==> config.mk <==
export PLATFORM = sky130hd
export DESIGN_NAME = rstko_core
export DESIGN_NICKNAME = d
export VERILOG_FILES = /design/src/core/rstko_pkg.sv /design/src/core/rstko_nvstore.sv /design/src/core/rstko_core.sv
export SDC_FILE = /design/constraint.sdc
export NUM_CORES = 1
export LEC_CHECK = 0
export CORE_MARGIN = 2
export CORE_UTILIZATION = 35
export CTS_CLUSTER_SIZE = 25
export DETAILED_ROUTE_END_ITERATION = 10
export DONT_BUFFER_PORTS = 1
export PLACE_DENSITY = 0.55
export SLEW_MARGIN = 20
export SYNTH_ARGS = -nofsm -noshare
export SYNTH_HDL_FRONTEND = slang
export SYNTH_SLANG_ARGS = --single-unit
==> constraint.sdc <==
create_clock -name clk -period 5.7 [get_ports clk]
set_input_delay 1.14 -clock clk [delete_from_list [all_inputs] [get_ports clk]]
set_output_delay 1.14 -clock clk [all_outputs]
set_load 0.005 [all_outputs]
==> src/core/rstko_pkg.sv <==
// constants, register map and state codes for the speed trim and keypad override block
package rstko_pkg;
	// timing
	localparam int CLK_HZ = 50_000_000;
	localparam int MIN_ON_TIME_MS = 50;
	localparam int MIN_ON_CYC = (CLK_HZ / 1000) * MIN_ON_TIME_MS;
	localparam int QUAL_W = 22;
	// widths
	localparam int FREQ_W = 16;
	localparam int ADDR_W = 8;
	// source selection codes
	localparam logic [1:0] SRC_OPERATOR = 2'h2;
	// register byte offsets
	localparam logic [7:0] REG_CTRL = 8'h00;
	localparam logic [7:0] REG_MAX_FREQ = 8'h04;
	localparam logic [7:0] REG_OP_FREQ = 8'h08;
	localparam logic [7:0] REG_ACCEL1 = 8'h0c;
	localparam logic [7:0] REG_DECEL1 = 8'h10;
	localparam logic [7:0] REG_ACCEL2 = 8'h14;
	localparam logic [7:0] REG_DECEL2 = 8'h18;
	localparam logic [7:0] REG_STATUS = 8'h1c;
	// control field positions
	localparam int CTRL_MEM_EN_BIT = 0;
	localparam int CTRL_SECOND_BIT = 1;
	localparam int CTRL_FSRC_LSB = 4;
	localparam int CTRL_RSRC_LSB = 8;
	localparam logic [31:0] CTRL_MASK = 32'h0000_0333;
	// status field positions
	localparam int STAT_RUN_BIT = 16;
	localparam int STAT_OVR_BIT = 17;
	localparam int STAT_STOP_BIT = 18;
	localparam int STAT_MOD_BIT = 19;
	localparam int STAT_UP_BIT = 20;
	localparam int STAT_DN_BIT = 21;
	// values after reset
	localparam logic [31:0] CTRL_RST = 32'h0000_0000;
	localparam logic [15:0] MAX_FREQ_RST = 16'h1770;
	localparam logic [15:0] OP_FREQ_RST = 16'h0000;
	localparam logic [15:0] RATE_RST = 16'h0064;
	// bus responses
	localparam logic [1:0] RESP_OKAY = 2'h0;
	localparam logic [1:0] RESP_SLVERR = 2'h2;
	// control sequence
	typedef enum logic [3:0] {
		ST_BOOT = 4'h1,
		ST_LOAD = 4'h2,
		ST_RUN = 4'h4,
		ST_STOP = 4'h8
	} rstko_state_e;
endpackage

==> src/core/rstko_nvstore.sv <==
// retained store for the adjusted frequency, survives block reset
`timescale 1ns/100ps
module rstko_nvstore (
	// clock
	input wire logic clk,
	// write side
	input wire logic wr_en,
	input wire logic wr_valid,
	input wire logic [15:0] wr_data,
	// registered read side
	output logic rd_valid,
	output logic [15:0] rd_data
);
	// blank store at power on only, never touched by reset
	logic [16:0] mem_q = 17'h0_0000;
	logic [16:0] rd_q;

	// storage and registered read, write-through so a clear shows at once
	always_ff @(posedge clk) begin
		if (wr_en) begin
			mem_q <= {wr_valid, wr_data};
		end
		rd_q <= wr_en ? {wr_valid, wr_data} : mem_q;
	end

	assign rd_valid = rd_q[16];
	assign rd_data = rd_q[15:0];
endmodule

==> src/core/rstko_core.sv <==
// remote speed trim and keypad override core with axi4-lite registers
// What this block does
// - raise input ramps frequency up, release holds
// - lower input ramps frequency down, release holds
// - ramps use first or second motor rates
// - setting selects retaining adjusted frequency across power
// - memory off: restore pre-adjust frequency after power
// - clear input erases memory, restores set frequency
// - adjust only when source is operator code
// - adjust ignored while jog in use
// - adjusted frequency clamped between zero and maximum
// - adjustment starts from operator frequency setting
// - override takes frequency and run from operator
// - override released: configured sources apply again
// - override change while running stops motor first
// - operator run while running stops, then hands over
//
// The AXI4-Lite register port and the address map were chosen for this implementation.
`timescale 1ns/100ps
module rstko_core #(
	parameter int MIN_ON_CYCLES = rstko_pkg::MIN_ON_CYC
) (
	// clock and reset
	input wire logic clk,
	input wire logic rst,
	// axi4-lite write channels
	input wire logic [7:0] s_axi_awaddr,
	input wire logic s_axi_awvalid,
	output logic s_axi_awready,
	input wire logic [31:0] s_axi_wdata,
	input wire logic [3:0] s_axi_wstrb,
	input wire logic s_axi_wvalid,
	output logic s_axi_wready,
	output logic [1:0] s_axi_bresp,
	output logic s_axi_bvalid,
	input wire logic s_axi_bready,
	// axi4-lite read channels
	input wire logic [7:0] s_axi_araddr,
	input wire logic s_axi_arvalid,
	output logic s_axi_arready,
	output logic [31:0] s_axi_rdata,
	output logic [1:0] s_axi_rresp,
	output logic s_axi_rvalid,
	input wire logic s_axi_rready,
	// terminal pins
	input wire logic raise_speed_input,
	input wire logic lower_speed_input,
	input wire logic adjust_memory_clear_input,
	input wire logic keypad_override_input,
	input wire logic jog_input,
	input wire logic terminal_run_input,
	// drive side
	input wire logic motor_running,
	input wire logic [15:0] ext_freq,
	input wire logic operator_run,
	input wire logic operator_stop,
	// command outputs
	output logic [15:0] freq_cmd,
	output logic run_cmd,
	output logic motor_stop,
	output logic freq_from_operator,
	output logic run_from_operator
);
	// byte-lane merge for register writes
	function automatic logic [31:0] merge_strb(input logic [31:0] old_v, input logic [31:0] new_v,
			input logic [3:0] strb);
		logic [31:0] r;
		r = old_v;
		for (int i = 0; i < 4; i++) begin
			if (strb[i]) begin
				r[8*i +: 8] = new_v[8*i +: 8];
			end
		end
		return r;
	endfunction

	// limit a frequency to the maximum setting
	function automatic logic [15:0] clamp_max(input logic [15:0] v, input logic [15:0] m);
		return (v > m) ? m : v;
	endfunction

	// minimum on-time qualifier step
	function automatic logic [21:0] qual_next(input logic [21:0] cnt, input logic lvl);
		if (!lvl) begin
			return 22'h00_0000;
		end
		return (cnt >= 22'(MIN_ON_CYCLES)) ? cnt : cnt + 22'h00_0001;
	endfunction

	// pin synchronisers
	logic [5:0] sync1_q;
	logic [5:0] sync2_q;
	always_ff @(posedge clk) begin
		if (rst) begin
			sync1_q <= 6'h00;
			sync2_q <= 6'h00;
		end else begin
			sync1_q <= {terminal_run_input, jog_input, keypad_override_input,
				adjust_memory_clear_input, lower_speed_input, raise_speed_input};
			sync2_q <= sync1_q;
		end
	end
	wire raise_s = sync2_q[0];
	wire lower_s = sync2_q[1];
	wire clear_s = sync2_q[2];
	wire ovr_s = sync2_q[3];
	wire jog_s = sync2_q[4];
	wire term_run_s = sync2_q[5];

	// registers and state
	logic [31:0] ctrl_q;
	logic [15:0] max_q;
	logic [15:0] opset_q;
	logic [15:0] accel_time_first_q;
	logic [15:0] decel_time_first_q;
	logic [15:0] acc2_q;
	logic [15:0] dec2_q;
	logic [21:0] up_cnt_q;
	logic [21:0] dn_cnt_q;
	logic [15:0] rate_cnt_q;
	logic [15:0] adj_q;
	logic adj_mod_q;
	logic ovr_app_q;
	logic op_run_q;
	rstko_pkg::rstko_state_e state_q;
	rstko_pkg::rstko_state_e state_d;
	logic nv_rd_valid;
	logic [15:0] nv_rd_data;

	// axi write path
	logic aw_got_q;
	logic w_got_q;
	logic [7:0] wa_q;
	logic [31:0] wd_q;
	logic [3:0] ws_q;
	wire aw_hs = s_axi_awvalid & s_axi_awready;
	wire w_hs = s_axi_wvalid & s_axi_wready;
	wire wr_do = aw_got_q & w_got_q & ~s_axi_bvalid;
	wire aw_got_d = (aw_got_q | aw_hs) & ~wr_do;
	wire w_got_d = (w_got_q | w_hs) & ~wr_do;
	wire bvalid_d = wr_do | (s_axi_bvalid & ~s_axi_bready);
	wire wr_hit = (wa_q == rstko_pkg::REG_CTRL) | (wa_q == rstko_pkg::REG_MAX_FREQ) |
		(wa_q == rstko_pkg::REG_OP_FREQ) | (wa_q == rstko_pkg::REG_ACCEL1) |
		(wa_q == rstko_pkg::REG_DECEL1) | (wa_q == rstko_pkg::REG_ACCEL2) |
		(wa_q == rstko_pkg::REG_DECEL2) | (wa_q == rstko_pkg::REG_STATUS);
	wire [31:0] ctrl_w = merge_strb(ctrl_q, wd_q, ws_q) & rstko_pkg::CTRL_MASK;
	wire [31:0] max_w = merge_strb({16'h0000, max_q}, wd_q, ws_q);
	wire [31:0] opset_w = merge_strb({16'h0000, opset_q}, wd_q, ws_q);
	wire [31:0] accel_time_first_w = merge_strb({16'h0000, accel_time_first_q}, wd_q, ws_q);
	wire [31:0] decel_time_first_w = merge_strb({16'h0000, decel_time_first_q}, wd_q, ws_q);
	wire [31:0] acc2_w = merge_strb({16'h0000, acc2_q}, wd_q, ws_q);
	wire [31:0] dec2_w = merge_strb({16'h0000, dec2_q}, wd_q, ws_q);

	// write channel handshakes and response
	always_ff @(posedge clk) begin
		if (rst) begin
			aw_got_q <= 1'b0;
			w_got_q <= 1'b0;
			s_axi_awready <= 1'b1;
			s_axi_wready <= 1'b1;
			s_axi_bvalid <= 1'b0;
			s_axi_bresp <= rstko_pkg::RESP_OKAY;
		end else begin
			aw_got_q <= aw_got_d;
			w_got_q <= w_got_d;
			s_axi_awready <= ~aw_got_d & ~bvalid_d;
			s_axi_wready <= ~w_got_d & ~bvalid_d;
			s_axi_bvalid <= bvalid_d;
			if (wr_do) begin
				s_axi_bresp <= wr_hit ? rstko_pkg::RESP_OKAY : rstko_pkg::RESP_SLVERR;
			end
		end
	end

	// captured write address and data
	always_ff @(posedge clk) begin
		if (rst) begin
			wa_q <= 8'h00;
			wd_q <= 32'h0000_0000;
			ws_q <= 4'h0;
		end else begin
			if (aw_hs) wa_q <= s_axi_awaddr;
			if (w_hs) wd_q <= s_axi_wdata;
			if (w_hs) ws_q <= s_axi_wstrb;
		end
	end

	// configuration registers
	always_ff @(posedge clk) begin
		if (rst) begin
			ctrl_q <= rstko_pkg::CTRL_RST;
			max_q <= rstko_pkg::MAX_FREQ_RST;
			opset_q <= rstko_pkg::OP_FREQ_RST;
			accel_time_first_q <= rstko_pkg::RATE_RST;
			decel_time_first_q <= rstko_pkg::RATE_RST;
			acc2_q <= rstko_pkg::RATE_RST;
			dec2_q <= rstko_pkg::RATE_RST;
		end else if (wr_do) begin
			if (wa_q == rstko_pkg::REG_CTRL) ctrl_q <= ctrl_w;
			if (wa_q == rstko_pkg::REG_MAX_FREQ) max_q <= max_w[15:0];
			if (wa_q == rstko_pkg::REG_OP_FREQ) opset_q <= opset_w[15:0];
			if (wa_q == rstko_pkg::REG_ACCEL1) accel_time_first_q <= accel_time_first_w[15:0];
			if (wa_q == rstko_pkg::REG_DECEL1) decel_time_first_q <= decel_time_first_w[15:0];
			if (wa_q == rstko_pkg::REG_ACCEL2) acc2_q <= acc2_w[15:0];
			if (wa_q == rstko_pkg::REG_DECEL2) dec2_q <= dec2_w[15:0];
		end
	end

	// control fields
	wire mem_en = ctrl_q[rstko_pkg::CTRL_MEM_EN_BIT];
	wire second_sel = ctrl_q[rstko_pkg::CTRL_SECOND_BIT];
	wire [1:0] fsrc_cfg = ctrl_q[rstko_pkg::CTRL_FSRC_LSB +: 2];
	wire [1:0] rsrc_cfg = ctrl_q[rstko_pkg::CTRL_RSRC_LSB +: 2];

	// input qualification, partner must hold the contact long enough
	wire up_act = raise_s & (up_cnt_q >= 22'(MIN_ON_CYCLES));
	wire dn_act = lower_s & (dn_cnt_q >= 22'(MIN_ON_CYCLES));
	always_ff @(posedge clk) begin
		if (rst) begin
			up_cnt_q <= 22'h00_0000;
			dn_cnt_q <= 22'h00_0000;
		end else begin
			up_cnt_q <= qual_next(up_cnt_q, raise_s);
			dn_cnt_q <= qual_next(dn_cnt_q, lower_s);
		end
	end

	// effective sources, override forces operator
	wire [1:0] eff_fsrc = ovr_app_q ? rstko_pkg::SRC_OPERATOR : fsrc_cfg;
	wire fsrc_op = (eff_fsrc == rstko_pkg::SRC_OPERATOR);
	wire live = (state_q == rstko_pkg::ST_RUN) | (state_q == rstko_pkg::ST_STOP);
	wire ovr_app_d = (live & ~motor_running) ? ovr_s : ovr_app_q;
	wire [1:0] eff_rsrc_d = ovr_app_d ? rstko_pkg::SRC_OPERATOR : rsrc_cfg;

	// adjustment enables and ramp timing
	wire adj_allow = live & fsrc_op & ~jog_s;
	wire up_ok = adj_allow & up_act & ~dn_act;
	wire dn_ok = adj_allow & dn_act & ~up_act;
	wire [15:0] up_period = second_sel ? acc2_q : accel_time_first_q;
	wire [15:0] dn_period = second_sel ? dec2_q : decel_time_first_q;
	wire [15:0] period = up_ok ? up_period : dn_period;
	wire ramp_tick = (up_ok | dn_ok) & ({1'b0, rate_cnt_q} + 17'h0_0001 >= {1'b0, period});
	wire [15:0] adj_inc = (adj_q >= max_q) ? max_q : adj_q + 16'h0001;
	wire [15:0] adj_dec = (adj_q == 16'h0000) ? 16'h0000 : adj_q - 16'h0001;
	wire boot_load = (state_q == rstko_pkg::ST_LOAD);
	wire nv_ok = mem_en & nv_rd_valid;
	wire [15:0] boot_val = clamp_max(nv_ok ? nv_rd_data : opset_q, max_q);
	wire [15:0] opset_c = clamp_max(opset_q, max_q);

	// next adjusted frequency, by priority
	wire [15:0] adj_d = boot_load ? boot_val :
		clear_s ? opset_c :
		(adj_q > max_q) ? max_q :
		(up_ok & ramp_tick) ? adj_inc :
		(dn_ok & ramp_tick) ? adj_dec :
		~adj_mod_q ? boot_val :
		adj_q;
	wire adj_mod_d = boot_load ? nv_ok :
		clear_s ? 1'b0 :
		(((up_ok | dn_ok) & ramp_tick) | nv_ok) ? 1'b1 : adj_mod_q;

	// adjusted value, modified flag and ramp divider
	always_ff @(posedge clk) begin
		if (rst) begin
			adj_q <= 16'h0000;
			adj_mod_q <= 1'b0;
			rate_cnt_q <= 16'h0000;
		end else begin
			adj_q <= adj_d;
			adj_mod_q <= adj_mod_d;
			rate_cnt_q <= ((up_ok | dn_ok) & ~ramp_tick) ? rate_cnt_q + 16'h0001 : 16'h0000;
		end
	end

	// retained copy: written while enabled, erased by clear
	wire nv_wr_en = clear_s | (live & mem_en & adj_mod_q);
	rstko_nvstore u_nv (
		.clk(clk),
		.wr_en(nv_wr_en),
		.wr_valid(~clear_s),
		.wr_data(adj_q),
		.rd_valid(nv_rd_valid),
		.rd_data(nv_rd_data)
	);

	// override change and operator run takeover need a stop first
	wire ovr_change = (ovr_s != ovr_app_q);
	wire op_takeover = ovr_app_q & operator_run & motor_running;
	always_comb begin
		state_d = state_q;
		unique case (state_q)
			rstko_pkg::ST_BOOT: state_d = rstko_pkg::ST_LOAD;
			rstko_pkg::ST_LOAD: state_d = rstko_pkg::ST_RUN;
			rstko_pkg::ST_RUN: begin
				if (motor_running & (ovr_change | op_takeover)) begin
					state_d = rstko_pkg::ST_STOP;
				end
			end
			rstko_pkg::ST_STOP: begin
				if (~motor_running) begin
					state_d = rstko_pkg::ST_RUN;
				end
			end
			default: state_d = rstko_pkg::ST_BOOT;
		endcase
	end

	// operator run latch, set wins over stop, cleared on forced stop
	wire op_run_d = (state_d == rstko_pkg::ST_STOP) ? 1'b0 :
		operator_run ? 1'b1 : operator_stop ? 1'b0 : op_run_q;
	wire run_op_d = (eff_rsrc_d == rstko_pkg::SRC_OPERATOR);
	wire run_d = (state_d == rstko_pkg::ST_RUN) & (run_op_d ? op_run_d : term_run_s);
	wire [15:0] freq_d = ~live ? 16'h0000 :
		fsrc_op ? adj_q : clamp_max(ext_freq, max_q);

	// control state and command outputs
	always_ff @(posedge clk) begin
		if (rst) begin
			state_q <= rstko_pkg::ST_BOOT;
			ovr_app_q <= 1'b0;
			op_run_q <= 1'b0;
			freq_cmd <= 16'h0000;
			run_cmd <= 1'b0;
			motor_stop <= 1'b0;
			freq_from_operator <= 1'b0;
			run_from_operator <= 1'b0;
		end else begin
			state_q <= state_d;
			ovr_app_q <= ovr_app_d;
			op_run_q <= op_run_d;
			freq_cmd <= freq_d;
			run_cmd <= run_d;
			motor_stop <= (state_d == rstko_pkg::ST_STOP);
			freq_from_operator <= fsrc_op;
			run_from_operator <= run_op_d;
		end
	end

	// axi read path
	wire ar_hs = s_axi_arvalid & s_axi_arready;
	wire rvalid_d = ar_hs | (s_axi_rvalid & ~s_axi_rready);
	wire [31:0] stat_w = {10'h000, dn_act, up_act, adj_mod_q,
		(state_q == rstko_pkg::ST_STOP), ovr_app_q, run_cmd, freq_cmd};
	wire rd_hit = (s_axi_araddr == rstko_pkg::REG_CTRL) |
		(s_axi_araddr == rstko_pkg::REG_MAX_FREQ) | (s_axi_araddr == rstko_pkg::REG_OP_FREQ) |
		(s_axi_araddr == rstko_pkg::REG_ACCEL1) | (s_axi_araddr == rstko_pkg::REG_DECEL1) |
		(s_axi_araddr == rstko_pkg::REG_ACCEL2) | (s_axi_araddr == rstko_pkg::REG_DECEL2) |
		(s_axi_araddr == rstko_pkg::REG_STATUS);
	wire [31:0] rd_word = (s_axi_araddr == rstko_pkg::REG_CTRL) ? ctrl_q :
		(s_axi_araddr == rstko_pkg::REG_MAX_FREQ) ? {16'h0000, max_q} :
		(s_axi_araddr == rstko_pkg::REG_OP_FREQ) ? {16'h0000, opset_q} :
		(s_axi_araddr == rstko_pkg::REG_ACCEL1) ? {16'h0000, accel_time_first_q} :
		(s_axi_araddr == rstko_pkg::REG_DECEL1) ? {16'h0000, decel_time_first_q} :
		(s_axi_araddr == rstko_pkg::REG_ACCEL2) ? {16'h0000, acc2_q} :
		(s_axi_araddr == rstko_pkg::REG_DECEL2) ? {16'h0000, dec2_q} :
		(s_axi_araddr == rstko_pkg::REG_STATUS) ? stat_w : 32'h0000_0000;

	// read channel handshake and data
	always_ff @(posedge clk) begin
		if (rst) begin
			s_axi_arready <= 1'b1;
			s_axi_rvalid <= 1'b0;
			s_axi_rdata <= 32'h0000_0000;
			s_axi_rresp <= rstko_pkg::RESP_OKAY;
		end else begin
			s_axi_arready <= ~rvalid_d & ~ar_hs;
			s_axi_rvalid <= rvalid_d;
			if (ar_hs) begin
				s_axi_rdata <= rd_word;
				s_axi_rresp <= rd_hit ? rstko_pkg::RESP_OKAY : rstko_pkg::RESP_SLVERR;
			end
		end
	end
endmodule

==> results.sh <==
export IMPL_grt_pass1_vias=12500
export IMPL_internal_power_mw=3.92
export IMPL_cts_made_buffers=31
export IMPL_detail_route_wl_per_cell_um=20.3
export IMPL_power_frac_seq_pct=41.7
export IMPL_placed_cells=2345
export IMPL_clock_skew_final_ns=0.0117
export IMPL_crit_path_max_incr_delay_ns=0.50
export IMPL_combPwrFrac_pct=21.5
export IMPL_path_clk_slew_ns=0.06
export IMPL_drt_vias_per_instance=5.50
export IMPL_fp_coreArea_um2=45500
export IMPL_peakVddDrop_v=0.000179
export IMPL_p_leak_nw=6.86
export IMPL_grt_pass1_wl_um=74900
export IMPL_cp_data_arrival_time_ns=5.59
export IMPL_clock_latency_ns=0.57
export IMPL_layout_drive_gt1_share_pct=8.61
export IMPL_finalSetupTns_ns=0
export IMPL_worst_path_buf_inv=3
export IMPL_worstSetupEndpointType="flop"
export IMPL_grt_max_degree=173
export IMPL_cts_sinks=291
export IMPL_synthFlopType="dfxtp_1"
export IMPL_drt_antenna_violating_nets=0
export IMPL_nets=1949
export IMPL_syn_to_final_growth_pct=9.76
export IMPL_outcome="completed"
export IMPL_ys_warnings_count=0
export IMPL_max_slew_margin_rel_pct=24.6
export IMPL_worstSetupPathType="flop to flop"
export IMPL_min_period_ns=5.15
export IMPL_power_density_nw_per_um2=321
export IMPL_rsz0062_at_grt="no"
export IMPL_swShare_pct=31.2
export IMPL_cts_setup_buffers=0
export IMPL_dieHeight_um=219
export IMPL_synth_sequential_area_ratio_pct=37.1
export IMPL_hpwl_um=36400
export IMPL_cp_slowest_cell="mux4_2"
export IMPL_grtUsageTotal_pct=20.0
export IMPL_cts_hold_buf=0
export IMPL_synth_edf_count=17
export IMPL_cts_resized=0
export IMPL_crit_fanout=13
export IMPL_io_pins=145
export IMPL_fin_cells=2402
export IMPL_fmax_mhz=194
export IMPL_drt_iter0_drc=1087
export IMPL_wl_um=48700
export IMPL_switchingPower_mw=1.78
export IMPL_period_share_pct=90.4
export IMPL_drv_slew=0
export IMPL_clockBufferDepth=3
export IMPL_worst_endpoint_required_ns=6.14
export IMPL_dieArea_um2=47900
export IMPL_syn_inst=1822
export IMPL_maxCapViolCount=0
export IMPL_cp_top_family="simple AND/OR/NAND/NOR gates"
export IMPL_start_kind="flop"
export IMPL_final_util_pct=39.0
export IMPL_hp_class="flop to flop"
export IMPL_setup_viol=0
export IMPL_die_x_um=219
export IMPL_tritoncts="yes"
export IMPL_num_fill_cells=4573
export IMPL_initial_core_util_pct=35.5
export IMPL_gp_congestion=0.898
export IMPL_antenna_found_initial=1
export IMPL_hold_violations=0
export IMPL_p_clk_share_pct=36.9
export IMPL_crit_chain="or3_1, or3_1, o2111a_2, and3b_1, buf_12, buf_4, mux4_2, inv_1, ha_1, and3_1, a221oi_1, o311ai_4, nand2_2, nand2_2, or2_2, a31oi_1, o22ai_1"
export IMPL_synth_cell_types=79
export IMPL_num_rows=78
export IMPL_syn_avg_cell_area_um2=8.87
export IMPL_tightest_slew_ns=1.13
export IMPL_fin_hold_ws_ns=0.436
export IMPL_vias=13200
export IMPL_synth_area_um2=16200
export IMPL_htreeDepth=1
export IMPL_async_flop_share_pct=0
export IMPL_overflow=0
export IMPL_drc_errors=0
export IMPL_portBuffers=0
export IMPL_drtPass1Iterations=7
export IMPL_root_buffer="clkbuf_16"
export IMPL_synth_seq_cells=291
==> cells in the final DEF (no fill, tap or decap), types with 12 or more instances in the layout <==
master,instances
clkbuf_16,32
xnor2_1,39
or3_1,12
mux2_2,26
a21oi_1,109
ha_1,87
xor2_1,36
and3_1,15
nand3_1,60
mux2i_1,159
nor3_1,32
inv_1,69
dfxtp_1,274
edfxtp_1,17
nand4_1,25
nor2_1,256
o22ai_1,14
o221ai_1,19
nand2_1,147
conb_1,12
o21ai_0,57
a211oi_1,26
nor2b_1,36
buf_4,24
mux4_2,25
==> area by class of cell <==
class,instances,area [µm²],area share [%]
well taps,600,751,4.23
clock buffers,48,971,5.47
multi-input cells,1359,9460,53.3
flip-flops and latches,291,6000,33.8
repair buffers,25,200,1.13
diodes,1,2.50,0.0141
inverters,70,263,1.48
clock inverters,8,92.6,0.522
==> state kept, by name, indices dropped and copies added, names as in the netlist, 8 cells and up <==
signal and flops:
dn_cnt_q 22, s_axi_rdata 22, up_cnt_q 22, u_nv.mem_q 17, acc2_q 16, accel_time_first_q 16, adj_q 16, dec2_q 16
decel_time_first_q 16, freq_cmd 16, max_q 16, opset_q 16, rate_cnt_q 16, wd_q 16, wa_q 8
==> worst paths after layout <==
kind / start / end / slack (ns) / depth (start not counted)
setup reg to reg: dn_cnt_q[14] / adj_q[12] / 0.55 / 17
setup / recovery: dn_cnt_q[14] / adj_q[12] / 0.55 / 17
hold / removal: sync1_q[0] / sync2_q[0] / 0.44 / 1
hold reg to reg: sync1_q[0] / sync2_q[0] / 0.44 / 1
==> per-layer routing <==
| metal | up-vias | global-route usage, % | wire [µm] |
|---|---|---|---|
| met2 | 403 | 32.9 | 22600 |
| met3 | 75 | 3.13 | 3090 |
| met1 | 6328 | 26.8 | 21700 |
| li1 | 6394 | - | - |
| met5 | - | 0 | 0 |
| met4 | 0 | 6.64 | 1410 |
==> kinds of logic after synthesis <==
kind of cell             share of synthesized area [%]
AO/OA/AOI/OAI                                     13.7
XOR/XNOR                                          4.07
adder cells (fa/ha/maj)                           6.74
buffers and inverters                             4.75
flip-flops                                        37.1
multiplexers                                      15.6
other                                           0.0232
AND/OR/NAND/NOR                                   17.9
==> synthesized netlist by cell type (all sizes together), types with 3 or more instances <==
library cell / number / share of area, %
o221ai: 19 / 1.0
a211oi: 27 / 1.3
or3: 12 / 0.46
nand4: 25 / 0.97
nand3b: 6 / 0.28
nand3: 60 / 1.9
a31oi: 10 / 0.39
nand2b: 7 / 0.27
or4: 4 / 0.19
and2: 12 / 0.48
clkbuf: 79 / 1.8
a221oi: 6 / 0.33
o22ai: 15 / 0.62
edfxtp: 17 / 3.2
a21oi: 112 / 3.5
o211ai: 9 / 0.42
and3: 15 / 0.58
dfxtp: 274 / 34
a21o: 9 / 0.42
a221o: 4 / 0.25
and4: 5 / 0.27
ha: 87 / 6.7
xnor2: 39 / 2.1
a22oi: 11 / 0.51
buf: 34 / 1.3
or2: 5 / 0.19
o21ai: 64 / 2.0
nor3: 34 / 1.1
a41oi: 3 / 0.16
o221a: 5 / 0.35
inv: 69 / 1.6
nor4: 8 / 0.31
mux4: 28 / 4.0
nor2: 257 / 6.0
xor2: 36 / 2.0
mux2i: 159 / 9.8
o21a: 6 / 0.28
mux2: 26 / 1.8
nand2: 150 / 3.5
nor2b: 36 / 1.4
a222oi: 7 / 0.43
==> power groups by stage <==
| stage | sequential, mW | clock (mW) | combinational (mW) |
|---|---|---|---|
| 2_1_floorplan | 2.26 | 0 | 1.07 |
| 3_3_place_gp | 2.41 | 0 | 1.19 |
| 3_5_place_dp | 2.41 | 0 | 1.21 |
| 4_1_cts | 2.37 | 2.13 | 1.21 |
| 5_1_grt | 2.39 | 2.22 | 1.35 |
| 6_report | 2.37 | 2.10 | 1.22 |
==> per-stage QoR <==
| step | cell area, µm² | total power, mW | setup WS [ns] |
|---|---|---|---|
| 3_5_place_dp | 16700 | 3.62 | 0.631 |
| 5_1_grt | 17700 | 5.96 | 0.308 |
| 3_3_place_gp | 16700 | 3.60 | 0.587 |
| 6_report | 17700 | 5.70 | 0.550 |
| 4_1_cts | 17700 | 5.71 | 0.580 |
| 2_1_floorplan | 16200 | 3.33 | 1.16 |
Power figures use the tool's default switching activity.
